**src/twc_pkg.sv**
```systemverilog
// constants for the timer waveform control block: register map, fields,
// mode codes and fixed TOP values.
// assumes a 32-bit avalon-mm slave port with byte addresses.
package twc_pkg;
	// ==========================================================
	// register byte addresses
	localparam logic [7:0] ADDR_CTL_A = 8'h80;
	localparam logic [7:0] ADDR_CTL_B = 8'h84;
	localparam logic [7:0] ADDR_CMP_A = 8'h88;
	localparam logic [7:0] ADDR_CMP_B = 8'h8c;
	localparam logic [7:0] ADDR_CAPTURE = 8'h90;
	localparam logic [7:0] ADDR_COUNTER = 8'h94;
	localparam logic [7:0] ADDR_PIN_CFG = 8'h98;
	localparam logic [7:0] ADDR_IRQ_STATUS = 8'h9c;
	localparam logic [7:0] ADDR_IRQ_ENABLE = 8'ha0;
	localparam logic [7:0] ADDR_IRQ_CLEAR = 8'ha4;
	// ==========================================================
	// field layout
	localparam int CTL_A_ACT_A_LSB = 6;
	localparam int CTL_A_ACT_B_LSB = 4;
	localparam logic [7:0] CTL_A_WR_MASK = 8'hf3;
	localparam int CTL_B_MODE_HI_LSB = 3;
	localparam int CTL_B_RUN_BIT = 0;
	localparam int PIN_DIR_A = 0;
	localparam int PIN_DIR_B = 1;
	localparam int PIN_PORT_A = 2;
	localparam int PIN_PORT_B = 3;
	localparam int EV_OVF = 0;
	localparam int EV_MATCH_A = 1;
	localparam int EV_MATCH_B = 2;
	localparam int EV_CAPTURE = 3;
	// ==========================================================
	// reset values and counter limits
	localparam logic [7:0] CTL_A_RESET = 8'h00;
	localparam logic [15:0] CNT_BOTTOM = 16'h0000;
	localparam logic [15:0] CNT_ONE = 16'h0001;
	localparam logic [15:0] CNT_MAX = 16'hffff;
	localparam logic [15:0] TOP_8BIT = 16'h00ff;
	localparam logic [15:0] TOP_9BIT = 16'h01ff;
	localparam logic [15:0] TOP_10BIT = 16'h03ff;
	// ==========================================================
	// waveform modes
	localparam logic [3:0] WM_NORMAL = 4'h0;
	localparam logic [3:0] WM_PC8 = 4'h1;
	localparam logic [3:0] WM_PC9 = 4'h2;
	localparam logic [3:0] WM_PC10 = 4'h3;
	localparam logic [3:0] WM_CTC_CMP = 4'h4;
	localparam logic [3:0] WM_FAST8 = 4'h5;
	localparam logic [3:0] WM_FAST9 = 4'h6;
	localparam logic [3:0] WM_FAST10 = 4'h7;
	localparam logic [3:0] WM_PFC_CAP = 4'h8;
	localparam logic [3:0] WM_PFC_CMP = 4'h9;
	localparam logic [3:0] WM_PC_CAP = 4'ha;
	localparam logic [3:0] WM_PC_CMP = 4'hb;
	localparam logic [3:0] WM_CTC_CAP = 4'hc;
	localparam logic [3:0] WM_FAST_CAP = 4'he;
	localparam logic [3:0] WM_FAST_CMP = 4'hf;
	// output action codes
	localparam logic [1:0] ACT_OFF = 2'h0;
	localparam logic [1:0] ACT_TOGGLE = 2'h1;
	localparam logic [1:0] ACT_CLEAR = 2'h2;
	localparam logic [1:0] ACT_SET = 2'h3;
	typedef enum logic [1:0] {WF_PLAIN, WF_FAST, WF_DUAL} twc_wave_t;
	typedef enum logic [1:0] {UPD_NOW, UPD_TOP, UPD_BOTTOM} twc_upd_t;
endpackage : twc_pkg

```
**src/twc_timer.sv**
```systemverilog
// 16-bit timer with waveform mode select and two compare outputs.
// assumes an avalon-mm master with waitrequest; the timer counts on
// every clock while the run bit is set.
//
// Added by the designer: the Avalon-MM interface to the registers.
`timescale 1ns/10ps
`default_nettype none

// Functional notes
// - nonzero action field connects compare output
// - pin driven only when direction selects output
// - non-pwm: off, toggle, clear, set on match
// - fast 10: clear on match, set at bottom
// - fast 11: set on match, clear at bottom
// - fast 01: toggle A only modes 14/15
// - fast: compare equals top, act at top
// - dual 01: toggle A only modes 9/11
// - dual 10: clear up-match, set down-match
// - dual 11: set up-match, clear down-match
// - four-bit mode split over two registers
// - modes 0, 4, 12: immediate update, flag MAX
// - phase correct: update at top, flag bottom
// - modes 8, 9: update and flag at bottom
// - fast: update bottom, flag top, 13 reserved
// - dual slope up then down, top once
// - capture top disables capture input
module twc_timer (
	input wire logic CLK,
	input wire logic NRST,
	input wire logic [7:0] AVS_ADDRESS,
	input wire logic AVS_READ,
	input wire logic AVS_WRITE,
	input wire logic [31:0] AVS_WRITEDATA,
	output logic [31:0] AVS_READDATA,
	output logic AVS_WAITREQUEST,
	input wire logic CAPTURE_INPUT_PIN,
	output logic COMPARE_OUTPUT_A,
	output logic COMPARE_OUTPUT_A_OE,
	output logic COMPARE_OUTPUT_B,
	output logic COMPARE_OUTPUT_B_OE,
	output logic IRQ
);
	// ==========================================================
	// state
	typedef struct packed {
		logic [7:0] ctl_a;
		logic [1:0] mode_hi;
		logic run;
		logic [15:0] cmp_a;
		logic [15:0] cmp_b;
		logic [15:0] buf_a;
		logic [15:0] buf_b;
		logic [15:0] cap;
		logic [15:0] cnt;
		logic up;
		logic blk;
		logic oc_a;
		logic oc_b;
		logic [3:0] pin_cfg;
		logic [3:0] sts;
		logic [3:0] ien;
		logic cap_s1;
		logic cap_s2;
		logic cap_s3;
		logic waitreq;
		logic [31:0] rdata;
		logic out_a;
		logic oe_a;
		logic out_b;
		logic oe_b;
		logic irq;
	} twc_state_t;

	twc_state_t s_q;
	twc_state_t s_d;

	// ==========================================================
	// helpers
	function automatic logic act_connected(input logic [1:0] act,
		input logic is_a, input logic [3:0] mode,
		input twc_pkg::twc_wave_t wf);
		logic ok;
		ok = (act != twc_pkg::ACT_OFF);
		// toggle under pwm reaches channel a only in a few modes
		if (act == twc_pkg::ACT_TOGGLE) begin
			if (wf == twc_pkg::WF_FAST) begin
				ok = is_a && (mode == twc_pkg::WM_FAST_CAP ||
					mode == twc_pkg::WM_FAST_CMP);
			end else if (wf == twc_pkg::WF_DUAL) begin
				ok = is_a && (mode == twc_pkg::WM_PFC_CMP ||
					mode == twc_pkg::WM_PC_CMP);
			end
		end
		return ok;
	endfunction : act_connected

	function automatic logic next_oc(input logic oc, input logic [1:0] act,
		input logic conn, input twc_pkg::twc_wave_t wf,
		input logic match, input logic at_top,
		input logic up, input logic cmp_is_top);
		logic v;
		v = oc;
		if (conn) begin
			case (wf)
				twc_pkg::WF_PLAIN: begin
					if (match) begin
						case (act)
							twc_pkg::ACT_TOGGLE: v = ~oc;
							twc_pkg::ACT_CLEAR: v = 1'b0;
							twc_pkg::ACT_SET: v = 1'b1;
							default: v = oc;
						endcase
					end
				end
				twc_pkg::WF_FAST: begin
					if (act == twc_pkg::ACT_TOGGLE) begin
						if (match) begin
							v = ~oc;
						end
					end else if (cmp_is_top) begin
						// a compare at top would collide with the wrap
						if (at_top) begin
							v = (act == twc_pkg::ACT_CLEAR);
						end
					end else if (match) begin
						v = (act == twc_pkg::ACT_SET);
					end else if (at_top) begin
						// the bottom level is taken as the counter wraps,
						// so it already stands while the counter reads zero
						v = (act == twc_pkg::ACT_CLEAR);
					end
				end
				default: begin
					if (match) begin
						if (act == twc_pkg::ACT_TOGGLE) begin
							v = ~oc;
						end else if (act == twc_pkg::ACT_CLEAR) begin
							v = ~up;
						end else begin
							v = up;
						end
					end
				end
			endcase
		end
		return v;
	endfunction : next_oc

	// ==========================================================
	// mode decode
	logic [3:0] mode;
	twc_pkg::twc_wave_t wf;
	twc_pkg::twc_upd_t upd;
	logic [15:0] top;
	logic cap_top;

	always_comb begin
		mode = {s_q.mode_hi, s_q.ctl_a[1:0]};
		wf = twc_pkg::WF_PLAIN;
		upd = twc_pkg::UPD_NOW;
		top = twc_pkg::CNT_MAX;
		cap_top = 1'b0;
		case (mode)
			twc_pkg::WM_PC8, twc_pkg::WM_PC9, twc_pkg::WM_PC10,
			twc_pkg::WM_PC_CAP, twc_pkg::WM_PC_CMP: begin
				wf = twc_pkg::WF_DUAL;
				upd = twc_pkg::UPD_TOP;
			end
			twc_pkg::WM_PFC_CAP, twc_pkg::WM_PFC_CMP: begin
				wf = twc_pkg::WF_DUAL;
				upd = twc_pkg::UPD_BOTTOM;
			end
			twc_pkg::WM_FAST8, twc_pkg::WM_FAST9, twc_pkg::WM_FAST10,
			twc_pkg::WM_FAST_CAP, twc_pkg::WM_FAST_CMP: begin
				wf = twc_pkg::WF_FAST;
				upd = twc_pkg::UPD_BOTTOM;
			end
			default: begin
				// reserved mode 13 falls through to a plain up-counter
				wf = twc_pkg::WF_PLAIN;
			end
		endcase
		case (mode)
			twc_pkg::WM_PC8, twc_pkg::WM_FAST8: top = twc_pkg::TOP_8BIT;
			twc_pkg::WM_PC9, twc_pkg::WM_FAST9: top = twc_pkg::TOP_9BIT;
			twc_pkg::WM_PC10, twc_pkg::WM_FAST10: top = twc_pkg::TOP_10BIT;
			twc_pkg::WM_CTC_CMP, twc_pkg::WM_PFC_CMP, twc_pkg::WM_PC_CMP,
			twc_pkg::WM_FAST_CMP: top = s_q.cmp_a;
			twc_pkg::WM_PFC_CAP, twc_pkg::WM_PC_CAP, twc_pkg::WM_CTC_CAP,
			twc_pkg::WM_FAST_CAP: begin
				top = s_q.cap;
				cap_top = 1'b1;
			end
			default: top = twc_pkg::CNT_MAX;
		endcase
	end

	// ==========================================================
	// next state
	logic at_top;
	logic at_bot;
	logic match_a;
	logic match_b;
	logic conn_a;
	logic conn_b;
	logic bus_wr;
	logic [3:0] ev;
	logic [1:0] act_a;
	logic [1:0] act_b;

	always_comb begin
		s_d = s_q;
		act_a = s_q.ctl_a[twc_pkg::CTL_A_ACT_A_LSB +: 2];
		act_b = s_q.ctl_a[twc_pkg::CTL_A_ACT_B_LSB +: 2];
		at_top = (s_q.cnt == top);
		at_bot = (s_q.cnt == twc_pkg::CNT_BOTTOM);
		match_a = s_q.run && !s_q.blk && (s_q.cnt == s_q.cmp_a);
		match_b = s_q.run && !s_q.blk && (s_q.cnt == s_q.cmp_b);
		conn_a = act_connected(act_a, 1'b1, mode, wf);
		conn_b = act_connected(act_b, 1'b0, mode, wf);
		ev = 4'h0;
		s_d.blk = 1'b0;

		// counter, overflow and compare updates
		if (s_q.run) begin
			if (wf == twc_pkg::WF_DUAL) begin
				// turn at either end so each end value stands one clock
				if (s_q.up && at_top) begin
					s_d.up = 1'b0;
					s_d.cnt = s_q.cnt - twc_pkg::CNT_ONE;
				end else if (!s_q.up && at_bot) begin
					s_d.up = 1'b1;
					s_d.cnt = s_q.cnt + twc_pkg::CNT_ONE;
					ev[twc_pkg::EV_OVF] = 1'b1;
				end else if (s_q.up) begin
					s_d.cnt = s_q.cnt + twc_pkg::CNT_ONE;
				end else begin
					s_d.cnt = s_q.cnt - twc_pkg::CNT_ONE;
				end
			end else begin
				s_d.up = 1'b1;
				if (at_top) begin
					s_d.cnt = twc_pkg::CNT_BOTTOM;
				end else begin
					s_d.cnt = s_q.cnt + twc_pkg::CNT_ONE;
				end
				if (wf == twc_pkg::WF_FAST) begin
					ev[twc_pkg::EV_OVF] = at_top;
				end else begin
					ev[twc_pkg::EV_OVF] =
						(s_q.cnt == twc_pkg::CNT_MAX);
				end
			end
			if ((upd == twc_pkg::UPD_TOP && at_top) ||
				(upd == twc_pkg::UPD_BOTTOM && at_bot)) begin
				s_d.cmp_a = s_q.buf_a;
				s_d.cmp_b = s_q.buf_b;
			end
		end
		if (upd == twc_pkg::UPD_NOW) begin
			s_d.cmp_a = s_q.buf_a;
			s_d.cmp_b = s_q.buf_b;
		end

		// waveform outputs
		if (s_q.run) begin
			s_d.oc_a = next_oc(s_q.oc_a, act_a, conn_a, wf, match_a,
				at_top, s_q.up, s_q.cmp_a == top);
			s_d.oc_b = next_oc(s_q.oc_b, act_b, conn_b, wf, match_b,
				at_top, s_q.up, s_q.cmp_b == top);
		end
		ev[twc_pkg::EV_MATCH_A] = match_a;
		ev[twc_pkg::EV_MATCH_B] = match_b;

		// capture input, rising edge, disabled when it defines top
		s_d.cap_s1 = CAPTURE_INPUT_PIN;
		s_d.cap_s2 = s_q.cap_s1;
		s_d.cap_s3 = s_q.cap_s2;
		if (!cap_top && s_q.cap_s2 && !s_q.cap_s3) begin
			s_d.cap = s_q.cnt;
			ev[twc_pkg::EV_CAPTURE] = 1'b1;
		end

		// bus slave: one wait cycle, then the access completes
		// waitrequest is registered, so every access spans two edges
		bus_wr = AVS_WRITE && !s_q.waitreq;
		s_d.waitreq = !((AVS_READ || AVS_WRITE) && s_q.waitreq);
		if (AVS_READ && s_q.waitreq) begin
			s_d.rdata = 32'h0000_0000;
			if (AVS_ADDRESS == twc_pkg::ADDR_CTL_A) begin
				s_d.rdata[7:0] = s_q.ctl_a;
			end else if (AVS_ADDRESS == twc_pkg::ADDR_CTL_B) begin
				s_d.rdata[twc_pkg::CTL_B_MODE_HI_LSB +: 2] = s_q.mode_hi;
				s_d.rdata[twc_pkg::CTL_B_RUN_BIT] = s_q.run;
			end else if (AVS_ADDRESS == twc_pkg::ADDR_CMP_A) begin
				s_d.rdata[15:0] = s_q.buf_a;
			end else if (AVS_ADDRESS == twc_pkg::ADDR_CMP_B) begin
				s_d.rdata[15:0] = s_q.buf_b;
			end else if (AVS_ADDRESS == twc_pkg::ADDR_CAPTURE) begin
				s_d.rdata[15:0] = s_q.cap;
			end else if (AVS_ADDRESS == twc_pkg::ADDR_COUNTER) begin
				s_d.rdata[15:0] = s_q.cnt;
			end else if (AVS_ADDRESS == twc_pkg::ADDR_PIN_CFG) begin
				s_d.rdata[3:0] = s_q.pin_cfg;
			end else if (AVS_ADDRESS == twc_pkg::ADDR_IRQ_STATUS) begin
				s_d.rdata[3:0] = s_q.sts;
			end else if (AVS_ADDRESS == twc_pkg::ADDR_IRQ_ENABLE) begin
				s_d.rdata[3:0] = s_q.ien;
			end
		end
		if (bus_wr) begin
			if (AVS_ADDRESS == twc_pkg::ADDR_CTL_A) begin
				s_d.ctl_a = AVS_WRITEDATA[7:0] &
					twc_pkg::CTL_A_WR_MASK;
			end else if (AVS_ADDRESS == twc_pkg::ADDR_CTL_B) begin
				s_d.mode_hi =
					AVS_WRITEDATA[twc_pkg::CTL_B_MODE_HI_LSB +: 2];
				s_d.run = AVS_WRITEDATA[twc_pkg::CTL_B_RUN_BIT];
			end else if (AVS_ADDRESS == twc_pkg::ADDR_CMP_A) begin
				s_d.buf_a = AVS_WRITEDATA[15:0];
			end else if (AVS_ADDRESS == twc_pkg::ADDR_CMP_B) begin
				s_d.buf_b = AVS_WRITEDATA[15:0];
			end else if (AVS_ADDRESS == twc_pkg::ADDR_COUNTER) begin
				// a loaded value equal to a compare must not fire next clock
				s_d.cnt = AVS_WRITEDATA[15:0];
				s_d.blk = 1'b1;
			end else if (AVS_ADDRESS == twc_pkg::ADDR_PIN_CFG) begin
				s_d.pin_cfg = AVS_WRITEDATA[3:0];
			end else if (AVS_ADDRESS == twc_pkg::ADDR_IRQ_ENABLE) begin
				s_d.ien = AVS_WRITEDATA[3:0];
			end else if (AVS_ADDRESS == twc_pkg::ADDR_IRQ_CLEAR) begin
				s_d.sts = s_q.sts & ~AVS_WRITEDATA[3:0];
			end
		end
		// events win over a clear in the same cycle
		s_d.sts = s_d.sts | ev;
		// irq looks at the next status so it rises with the flag
		s_d.irq = |(s_d.sts & s_d.ien);

		// pin muxing
		// the direction bit alone gates the driver; the waveform keeps
		// running while the pin is released
		s_d.out_a = conn_a ? s_d.oc_a : s_q.pin_cfg[twc_pkg::PIN_PORT_A];
		s_d.out_b = conn_b ? s_d.oc_b : s_q.pin_cfg[twc_pkg::PIN_PORT_B];
		s_d.oe_a = s_q.pin_cfg[twc_pkg::PIN_DIR_A];
		s_d.oe_b = s_q.pin_cfg[twc_pkg::PIN_DIR_B];
	end

	// ==========================================================
	// registers
	always_ff @(posedge CLK or negedge NRST) begin
		if (!NRST) begin
			s_q <= '0;
			// no access may complete straight out of reset
			s_q.waitreq <= 1'b1;
			// a dual-slope run starts by counting up from bottom
			s_q.up <= 1'b1;
		end else begin
			s_q <= s_d;
		end
	end

	assign AVS_READDATA = s_q.rdata;
	assign AVS_WAITREQUEST = s_q.waitreq;
	assign COMPARE_OUTPUT_A = s_q.out_a;
	assign COMPARE_OUTPUT_A_OE = s_q.oe_a;
	assign COMPARE_OUTPUT_B = s_q.out_b;
	assign COMPARE_OUTPUT_B_OE = s_q.oe_b;
	assign IRQ = s_q.irq;
endmodule : twc_timer

`default_nettype wire

```
**config.mk**
```make
export PLATFORM = sky130hd
export DESIGN_NAME = twc_timer
export DESIGN_NICKNAME = d
export VERILOG_FILES = /design/src/twc_pkg.sv /design/src/twc_timer.sv
export SDC_FILE = /design/constraint.sdc
export NUM_CORES = 1
export LEC_CHECK = 0
export BUFFER_PORTS_ARGS = -buffer_cell sky130_fd_sc_hd__buf_2
export CORE_AREA = 8 8 151 153
export DETAILED_ROUTE_END_ITERATION = 10
export DIE_AREA = 0 0 159 161
export PLACE_DENSITY = 0.68
export SLEW_MARGIN = 20
export SYNTH_ARGS = -nofsm -noshare
export SYNTH_HDL_FRONTEND = slang
export SYNTH_SLANG_ARGS = --single-unit
export TNS_END_PERCENT = 10
```
**constraint.sdc**
```tcl
create_clock -name CLK -period 4.1 [get_ports CLK]
set_input_delay 0.615 -clock CLK [delete_from_list [all_inputs] [get_ports CLK]]
set_output_delay 0.615 -clock CLK [all_outputs]
set_load 0.01 [all_outputs]
```
==> results of run 1 <==
## how the worst min path moves through the flow
stage / start / endpoint / slack [ns] / cells after the start
3_3_place_gp: s_d[39] / s_d[38] / 0.33 / 0
2_1_floorplan: NRST / AVS_READDATA[0] / 0.32 / 0
5_1_grt: CAPTURE_INPUT_PIN / s_d[39] / 0.28 / 1
4_1_cts: NRST / s_q[70] / 0.26 / 1
6_report: NRST / s_q[70] / 0.21 / 1
3_5_place_dp: s_d[39] / s_d[38] / 0.33 / 0
## power groups by stage
stage                     combinational (W)  sequential [W]  clock, W
after floorplan                    0.000729         0.00165         0
after global placement             0.000939         0.00178         0
after detailed placement           0.000947         0.00179         0
after CTS                          0.000953         0.00176   0.00157
after global routing                0.00104         0.00179   0.00162
final                              0.000962         0.00177   0.00154
## metrics by stage
step                      hold WS [ns]  total power (W)  setup slack [ns]
after floorplan                  0.319          0.00238             0.848
final                            0.215          0.00428             0.196
after detailed placement         0.335          0.00273             0.294
after CTS                        0.263          0.00428             0.273
after global routing             0.280          0.00445            0.0347
after global placement           0.335          0.00272             0.375
## layer usage
metal / GRT usage [%] / up-vias / wire [um] / part of all wire, %
li1: - / 3996 / - / -
met1: 34.1 / 4274 / 14200 / 43
met4: 11.0 / 0 / 1250 / 3.8
met3: 3.84 / 74 / 2230 / 6.8
met2: 41.2 / 407 / 15100 / 46
met5: 0 / - / 0 / 0
## critical path, cell delays in order, from the launching register on
cell and delay [ns]:
dfrtp_1 0.46, buf_4 0.19, nor2_1 0.61, a221o_1 0.36
nand3_1 0.15, a211oi_1 0.24, nand4_1 0.27, or3_4 0.48
o221ai_2 0.18, a31o_4 0.30, buf_12 0.21, mux2_4 0.31
## final cells by class
class                      count  area [sq um]  area share [%]
sequential                   146          3660            33.2
clock buffer                  18           429            3.90
clock inverter                14           148            1.34
inverter                      30           113            1.02
timing repair buffer         104           699            6.36
multi-input combinational    801          5610            51.0
tap                          275           344            3.13
## cells by family after synthesis
kind of cell	after synthesis	share of synthesized area, %
compound gates	278	20.4
fa+ha+maj	2	0.251
simple gates	360	18.6
other cells	1	0.0376
mux	99	12.3
flops	146	36.7
buf+inv	142	7.68
xor+xnor	46	4.04
## synthesized netlist by cell type, types with 4 or more instances
master	instances	area, sq um
a21o_1	16	120
xnor2_1	30	263
a221o_1	4	40.0
nand3_1	19	95.1
or4_1	6	45.0
a221oi_1	10	87.6
a31o_2	7	61.3
xor2_1	16	140
a22oi_1	10	75.1
nand2_1	92	345
clkbuf_1	51	191
dfrtp_1	144	3600
o22ai_1	6	37.5
o31ai_1	8	60.1
buf_1	6	22.5
a2111oi_0	4	35.0
o211ai_1	6	45.0
nand4_1	16	100
a222oi_1	17	170
o21ai_0	49	245
a31oi_1	13	81.3
nor2b_1	13	81.3
nor4_1	17	106
a22o_1	5	43.8
and3_1	12	75.1
or3_1	7	43.8
a21oi_1	39	195
nor3b_1	7	52.6
nor2_1	70	263
mux2_2	67	754
buf_2	12	60.1
inv_1	28	105
nand2b_1	23	144
nor3_1	45	225
a211oi_1	24	180
buf_4	34	255
and2_1	10	62.6
mux2_4	30	450
o311ai_0	4	35.0
o21a_1	9	67.6
buf_6	5	56.3
## sequential cells by signal, summed over array words and instances (netlist names), 2 cells and up
register / flops
s_d: 4
s_q: 112
act_a: 2
mode: 4
act_b: 2
AVS_READDATA: 16
==> key figures, run 1 <==
Die
  – Die area: 0.0256 sq mm
  – Starting density of the core: 48.5%
  – Core ar.: about 0.021 sq mm
  – Rows: 53
  – Die W: 159 um
  – IO Pins: 83
  – Die height: 161 um

CTS
  – Max Root-Sink Buffers: 2
  – CTS tree: built
  – Setup bufs post-CTS: 0
  – Clk Tree Root Cell: clkbuf_16
  – Reg clk slew, reported paths: 0.06 ns
  – Post_cts resized: 0
  – TritonCTS Buffers: 17
  – CTS H-tree depth: 4
  – Worst-skew pair later-pin latency: 0.43 ns
  – Clock sink count: 146
  – Hold buffer count at CTS: 0

Final layout
  – Fill cell count: roughly 1900
  – Fin nets: 1147
  – Most frequent cells in the layout: dfrtp_1, nand2_1, nor2_1
  – Commonest non-fill, non-tap cell in the layout: dfrtp_1
  – Fin util: 53.5%
  – Area delta synth->final: 10.4%
  – Non-Filler Instances: 1388
  – Fin area: 0.0110 sq mm
  – Layout cells sized above 1: 23.6%
  – # diodes: 0

Synthesis
  – Post-Syn Area per Cell: 9.28 sq um
  – Mapped Area: 0.00997 sq mm
  – Yosys Warn Count: 0
  – Main flop type after synthesis: dfrtp_1
  – #FFs+latches synth: 146
  – Ys async rst share: 100%
  – Post-synth EDFFs: 0
  – Synth Instances: between 1000 and 1500
  – Synth unique cells: roughly 90
  – Sequential area share after synthesis: 36.7%

Worst setup path
  – RR Startpoint: mode[1]
  – CP Capture Type: register
  – Critical Path End: s_q[121]
  – CP Class: register to register
  – Critical path arrival: 4.21 ns
  – Worst Setup SP: mode[1]
  – R2r setup slk: 0.20 ns
  – CP required: approximately 4.4 ns
  – Startpoint Class: register
  – Max FO, Critical Path: 17
  – Worst r2r path cells: 11
  – Terminus of the critical flop-to-flop path: s_q[121]

STA
  – Clk_skew: 0.0134 ns
  – Worst slew margin: a little under two fifths
  – Final hold violations: 0
  – Post-route minimum period: 3.90 ns
  – RSZ-0062 raised after global routing: false
  – Worst-Margin Slew: 0.925 ns
  – Finish-stage setup viols: 0
  – Total Negative Setup Slacks: 0 ns
  – Fmax: 0.256 GHz
  – Final Max Tran Viols: 0
  – Final Cycle Share: a little over nine tenths

Global route
  – Total GRT Usage: 25.7%
  – Initial antenna violation count: 0
  – First-pass GRT wire length: 51500 um
  – Number of global-route vias before repair: 8626
  – Largest net degree at the start of global routing: 84
  – Overflow after GRT: 0

Drt
  – Number of DRC markers in iteration 0: 861
  – DRC errors left: 0
  – Routed via count: 8751
  – Remaining antenna violation count: 0
  – Final wirelength: 32800 um
  – DR vias/cell: 6.30
  – DR WL/cell: between 20 and 25 um
  – 1st-pass router iterations: 9

Pwr
  – Internal power: 0.00281 W
  – Pwr dens: 389 mW/mm^2
  – Peak VDD IR: 273 uV
  – Sequential share of power: between 40% and 50%
  – Gate power share: 22.5%
  – Leak: 4.86 nW
  – Switching Fraction: 34.2%
  – Part of the power in the clock network: between 30% and 40%
  – P_sw: 0.00146 W

Place
  – Placed inst area: around 0.010 sq mm
  – Port Buffer Count: 50
  – GPL Wtd Cong: roughly 1
  – Detailed Place HPWL: roughly 25000 um
  – Placed cells: about 1400

Flow run
  – Max-Cap Viols: 0

Min path
  – Hold/Removal Path Class: input port to async pin

Run status
  – Outcome: completed
(Power assumes the default switching activity.)
==> inputs of run 2 (changes only) <==
--- a/config.mk
+++ b/config.mk
@@ -9,7 +9,7 @@
 export CORE_AREA = 8 8 151 153
 export DETAILED_ROUTE_END_ITERATION = 10
 export DIE_AREA = 0 0 159 161
-export PLACE_DENSITY = 0.68
+export PLACE_DENSITY = 0.7
 export SLEW_MARGIN = 20
 export SYNTH_ARGS = -nofsm -noshare
 export SYNTH_HDL_FRONTEND = slang
==> constraint.sdc (replaced) <==
create_clock -name CLK -period 3.5 [get_ports CLK]
set_input_delay 0.525 -clock CLK [delete_from_list [all_inputs] [get_ports CLK]]
set_output_delay 0.525 -clock CLK [all_outputs]
set_load 0.01 [all_outputs]
==> key figures, run 2 (synthesis gave the netlist of run 1 again) <==
CTS
  – TritonCTS Buffers: 17
  – Clock sink count: 146
  – Worst-skew pair later-pin latency: 0.44 ns
  – CTS H-tree depth: 4
  – Clk Tree Root Cell: clkbuf_16
  – Reg clk slew, reported paths: about 0.07 ns
  – Hold buffer count at CTS: 0
  – Max Root-Sink Buffers: 2
  – CTS tree: built

Worst setup path
  – Critical path arrival: 3.82 ns
  – Startpoint Class: register
  – CP Capture Type: register
  – Cell family with most CP delay: simple AND/OR/NAND/NOR gates
  – R2r setup slk: -0.002 ns
  – WP buf/inv: 3
  – RR Startpoint: mode[0]
  – Max FO, Critical Path: 11
  – Crit-path slowest cell: or4b_4
  – Max incr delay on CP: between 0.5 and 0.6 ns
  – CP Class: register to register
  – CP required: ~3.8 ns
  – Critical path cell sequence: buf_12 > buf_4 > a31o_2 > and3_1 > a221o_1 > or4b_4 > or3_4 > o221ai_4 > a31o_4 > clkbuf_16 > mux2_4
  – Worst r2r path cells: 11
  – Terminus of the critical flop-to-flop path: s_q[132]

STA
  – Worst slew margin: 44.6%
  – Fmax: between 0.2 and 0.3 GHz
  – Clk_skew: around 0.018 ns
  – Post-route minimum period: 3.50 ns
  – Total Negative Setup Slacks: -0.00680 ns
  – Finish-stage setup viols: 6
  – Worst-Margin Slew: 0.831 ns
  – Final hold violations: 0
  – RSZ-0062 raised after global routing: true
  – Final Max Tran Viols: 0
  – Final worst slack: -0.00241 ns
  – Final Cycle Share: 100%

Min path
  – Hold/Removal Path Class: input port to async pin

Global route
  – Total GRT Usage: 26.5%
  – Number of global-route vias before repair: 9054
  – Overflow after GRT: 0
  – Initial antenna violation count: 0
  – Largest net degree at the start of global routing: 84
  – First-pass GRT wire length: 53100 um

Pwr
  – Pwr dens: 443 mW/mm^2
  – Leak: 5.33 nW
  – Peak VDD IR: 283 uV

Place
  – Detailed Place HPWL: 25600 um
  – GPL Wtd Cong: 1.01
  – Port Buffer Count: 50
  – Placed cells: 1429

Final layout
  – Commonest non-fill, non-tap cell in the layout: dfrtp_1
  – Area delta synth->final: 18.7%
  – Fin nets: about 1200
  – Layout cells sized above 1: 30.4%
  – Most frequent cells in the layout: dfrtp_1, buf_4, nand2_1
  – Largest Register: s_q
  – # diodes: 0
  – Non-Filler Instances: 1472
  – Largest register FFs: 112

Die
  – Rows: 53
  – Core ar.: 0.0206 sq mm
  – Die area: 0.0256 sq mm
  – IO Pins: between 80 and 90
  – Die W: 159 um
  – Starting density of the core: between 40% and 50%
  – Die height: 161 um

Drt
  – Number of DRC markers in iteration 0: 898
  – 1st-pass router iterations: 7
  – DR WL/cell: about 24 um
  – Remaining antenna violation count: 0
  – DRC errors left: 0
  – DR vias/cell: 6.22
  – Final wirelength: between 30000 and 40000 um
  – Routed via count: 9157

Run status
  – Failing checks: setup timing
  – Outcome: finished, violations left

Flow run
  – Max-Cap Viols: 0
## run 2: per-layer routing
metal / vias to the layer above / routed length (um) / GRT usage (%)
met3: 85 / 2370 / 4.71
met4: 0 / 1630 / 13.2
met2: 422 / 15900 / 42.4
met1: 4476 / 14800 / 34.1
li1: 4174 / - / -
met5: - / 0 / 0
## run 2: worst max path at each step
stage	start	endpoint	slack [ns]	cells after the start
finish	mode[0]	s_q[132]	-0.002	11
global route	mode[0]	s_q[132]	-0.08	12
CTS	mode[2]	s_q[152]	0.0002	10
global placement	mode[1]	s_q[67]	-0.05	11
floorplan	mode[1]	s_q[121]	0.25	12
detailed placement	mode[1]	s_q[152]	-0.13	10
## run 2: area by class of cell
type / instances / area (sq um)
Fill cell: 1822 / 8720
Multi-Input combinational cell: 802 / 5700
Clock inverter: 15 / 180
Timing Repair Buffer: 187 / 1410
Tap cell: 275 / 344
Sequential cell: 146 / 3660
Clock buffer: 17 / 425
Inverter: 30 / 113
## run 2: power breakdown
group	total, W	internal [W]	switching [W]
clock	0.00185	0.000969	0.000878
sequential	0.00199	0.00182	0.000171
combinational	0.00140	0.000605	0.000799
## run 2: repair_timing
item,in CTS,in global routing
pin swaps,1,7
buffers inserted,0,8
endpoints found under the setup margin,41,47
gates resized for setup,5,22
gates cloned,0,3
endpoints found under the hold margin,0,0
## run 2: metrics by stage
step           setup WS [ns]  hold slack [ns]  cell area [sq um]  power [W]  util, %
3_3_place_gp         -0.0538            0.337              11000    0.00334     53.5
6_report            -0.00241            0.118              11800    0.00524     57.6
4_1_cts             0.000161            0.158              11600    0.00520     56.6
2_1_floorplan          0.248            0.229              10000    0.00279        -
5_1_grt              -0.0785            0.174              11800    0.00544     57.6
3_5_place_dp          -0.132            0.335              11000    0.00335     53.5
==> inputs of run 3 (changes only) <==
--- a/config.mk
+++ b/config.mk
@@ -9,9 +9,10 @@
 export CORE_AREA = 8 8 151 153
 export DETAILED_ROUTE_END_ITERATION = 10
 export DIE_AREA = 0 0 159 161
+export MAX_ROUTING_LAYER = met4
 export PLACE_DENSITY = 0.7
-export SLEW_MARGIN = 20
+export SLEW_MARGIN = 5
 export SYNTH_ARGS = -nofsm -noshare
 export SYNTH_HDL_FRONTEND = slang
 export SYNTH_SLANG_ARGS = --single-unit
-export TNS_END_PERCENT = 10
+export TNS_END_PERCENT = 20
==> key figures, run 3 (synthesis gave the netlist of run 1 again) <==
Run status
  – Outcome: finished, violations left
  – Failing checks: setup timing

CTS
  – Clk Tree Root Cell: clkbuf_16
  – Clock sink count: 146
  – Worst-skew pair later-pin latency: 0.44 ns
  – TritonCTS Buffers: 17
  – CTS H-tree depth: 4
  – Max Root-Sink Buffers: 2
  – CTS tree: built
  – Reg clk slew, reported paths: approximately 0.070 ns

Worst setup path
  – WP buf/inv: 4
  – Worst Setup SP: mode[0]
  – Worst r2r path cells: 12
  – Startpoint Class: register
  – Max FO, Critical Path: 8
  – Crit path depth: 12
  – CP Class: register to register
  – R2r setup slk: -0.03 ns
  – RR Startpoint: mode[0]
  – CP required: 3.82 ns
  – Max incr delay on CP: 0.54 ns
  – Critical Path End: s_q[127]
  – Most used cell, CP: buf_12
  – CP Capture Type: register
  – Critical path arrival: around 3.9 ns
  – Cell family with most CP delay: simple AND/OR/NAND/NOR gates
  – Crit-path slowest cell: or4b_4
  – Terminus of the critical flop-to-flop path: s_q[127]
  – Critical path cell sequence: buf_12 > buf_6 > a31o_1 > and2_4 > a221o_1 > or4b_4 > or3_4 > o221ai_2 > a31o_4 > buf_12 > buf_12 > mux2_4

Final layout
  – Layout cells sized above 1: 32.0%
  – Sequential Area: 0.00366 sq mm
  – Largest Register: s_q
  – Commonest non-fill, non-tap cell in the layout: buf_4
  – Most frequent cells in the layout: buf_4, dfrtp_1, nand2_1
  – Fin nets: between 1000 and 1500
  – Largest register FFs: 112
  – Fill cell count: 1811
  – # diodes: 0
  – Area delta synth->final: 21.5%
  – Fin area: 0.0121 sq mm
  – Area of the multi-input gates: 0.00576 sq mm

Pwr
  – Peak VDD IR: 368 uV
  – Pwr dens: 442 mW/mm^2
  – Pwr Total: 0.00536 W
  – Leak: ~5.5 nW

Global route
  – First-pass GRT wire length: 54900 um
  – Overflow after GRT: 0
  – Initial antenna violation count: 0
  – Total GRT Usage: 28.3%
  – Number of global-route vias before repair: between 9000 and 10000
  – Largest net degree at the start of global routing: 64

Die
  – IO Pins: a little over 80
  – Die area: roughly 0.026 sq mm
  – Rows: 53
  – Starting density of the core: 48.5%
  – Die W: around 160 um
  – Core ar.: between 0.02 and 0.025 sq mm
  – Die height: 161 um

Drt
  – 1st-pass router iterations: 7
  – DRC errors left: 0
  – Remaining antenna violation count: 0
  – DR vias/cell: 6.28
  – Final wirelength: 35700 um
  – Routed via count: 9388
  – Number of DRC markers in iteration 0: just over 1000
  – DR WL/cell: 23.9 um

STA
  – Clk_skew: 0.0131 ns
  – Final Cycle Share: 101%
  – Worst-Margin Slew: 1.16 ns
  – Final Max Tran Viols: 0
  – Final hold violations: 0
  – Post-route minimum period: between 3 and 4 ns
  – Total Negative Setup Slacks: -0.389 ns
  – Worst slew margin: 22.8%
  – Finish-stage setup viols: 18
  – Fmax: 0.283 GHz
  – Final worst slack: -0.0309 ns
  – Hold_ws: 0.0826 ns
  – RSZ-0062 raised after global routing: true

Place
  – Detailed Place HPWL: roughly 27000 um
  – Placed inst area: 0.0111 sq mm
  – GPL Wtd Cong: 1.03
  – Port Buffer Count: 50

Min path
  – Hold/Removal Path Class: input port to async pin

Flow run
  – Max-Cap Viols: 0
[run 3: routing by layer]
layer	track usage [%]	wire length, um	vias to the layer above
met3	3.61	2200	83
li1	-	-	4215
met2	44.3	16600	428
met1	36.2	15100	4662
met5	-	0	-
met4	13.0	1780	0
[run 3: stage by stage]
| step | std cells | util [%] | setup slack (ns) |
|---|---|---|---|
| detailed placement | 1448 | 54.2 | -0.244 |
| CTS | 1483 | 57.6 | 0.00438 |
| floorplan | 1089 | - | 0.248 |
| global placement | 1448 | 54.2 | -0.218 |
| global route | 1495 | 58.9 | -0.0707 |
| finish | 1495 | 58.9 | -0.0309 |
[run 3: timing repair]
item                       4_1_cts  5_1_grt
gates cloned                     1        2
setup endpoints to repair       40       46
hold buffers                     0        0
resized for setup                9       28
pin swaps                        7        9
setup buffers                    2       10
[run 3: cell type report]
cell class / instances / share of cell area [%]
timing repair buffer: 210 / 13.4
multi-input combinational: 802 / 47.6
sequential: 146 / 30.2
clock inverter: 15 / 1.51
tap: 275 / 2.84
clock buffer: 17 / 3.51
inverter: 30 / 0.930
[run 3: worst min path at each step]
stage | start | endpoint | slack (ns) | cells after the start
6_report | NRST | s_q[71] | 0.08 | 1
2_1_floorplan | NRST | AVS_READDATA[0] | 0.23 | 0
4_1_cts | NRST | s_q[71] | 0.1 | 1
3_3_place_gp | s_d[39] | s_d[38] | 0.34 | 0
3_5_place_dp | s_d[39] | s_d[38] | 0.33 | 0
5_1_grt | NRST | s_q[71] | 0.12 | 1
[run 3: report_power, final]
part	leakage (nW)	total (W)	switching, W	internal (W)
Sequential	1.92	0.00198	0.000162	0.00182
Clock	0.294	0.00187	0.000897	0.000974
Combinational	3.28	0.00151	0.000858	0.000653
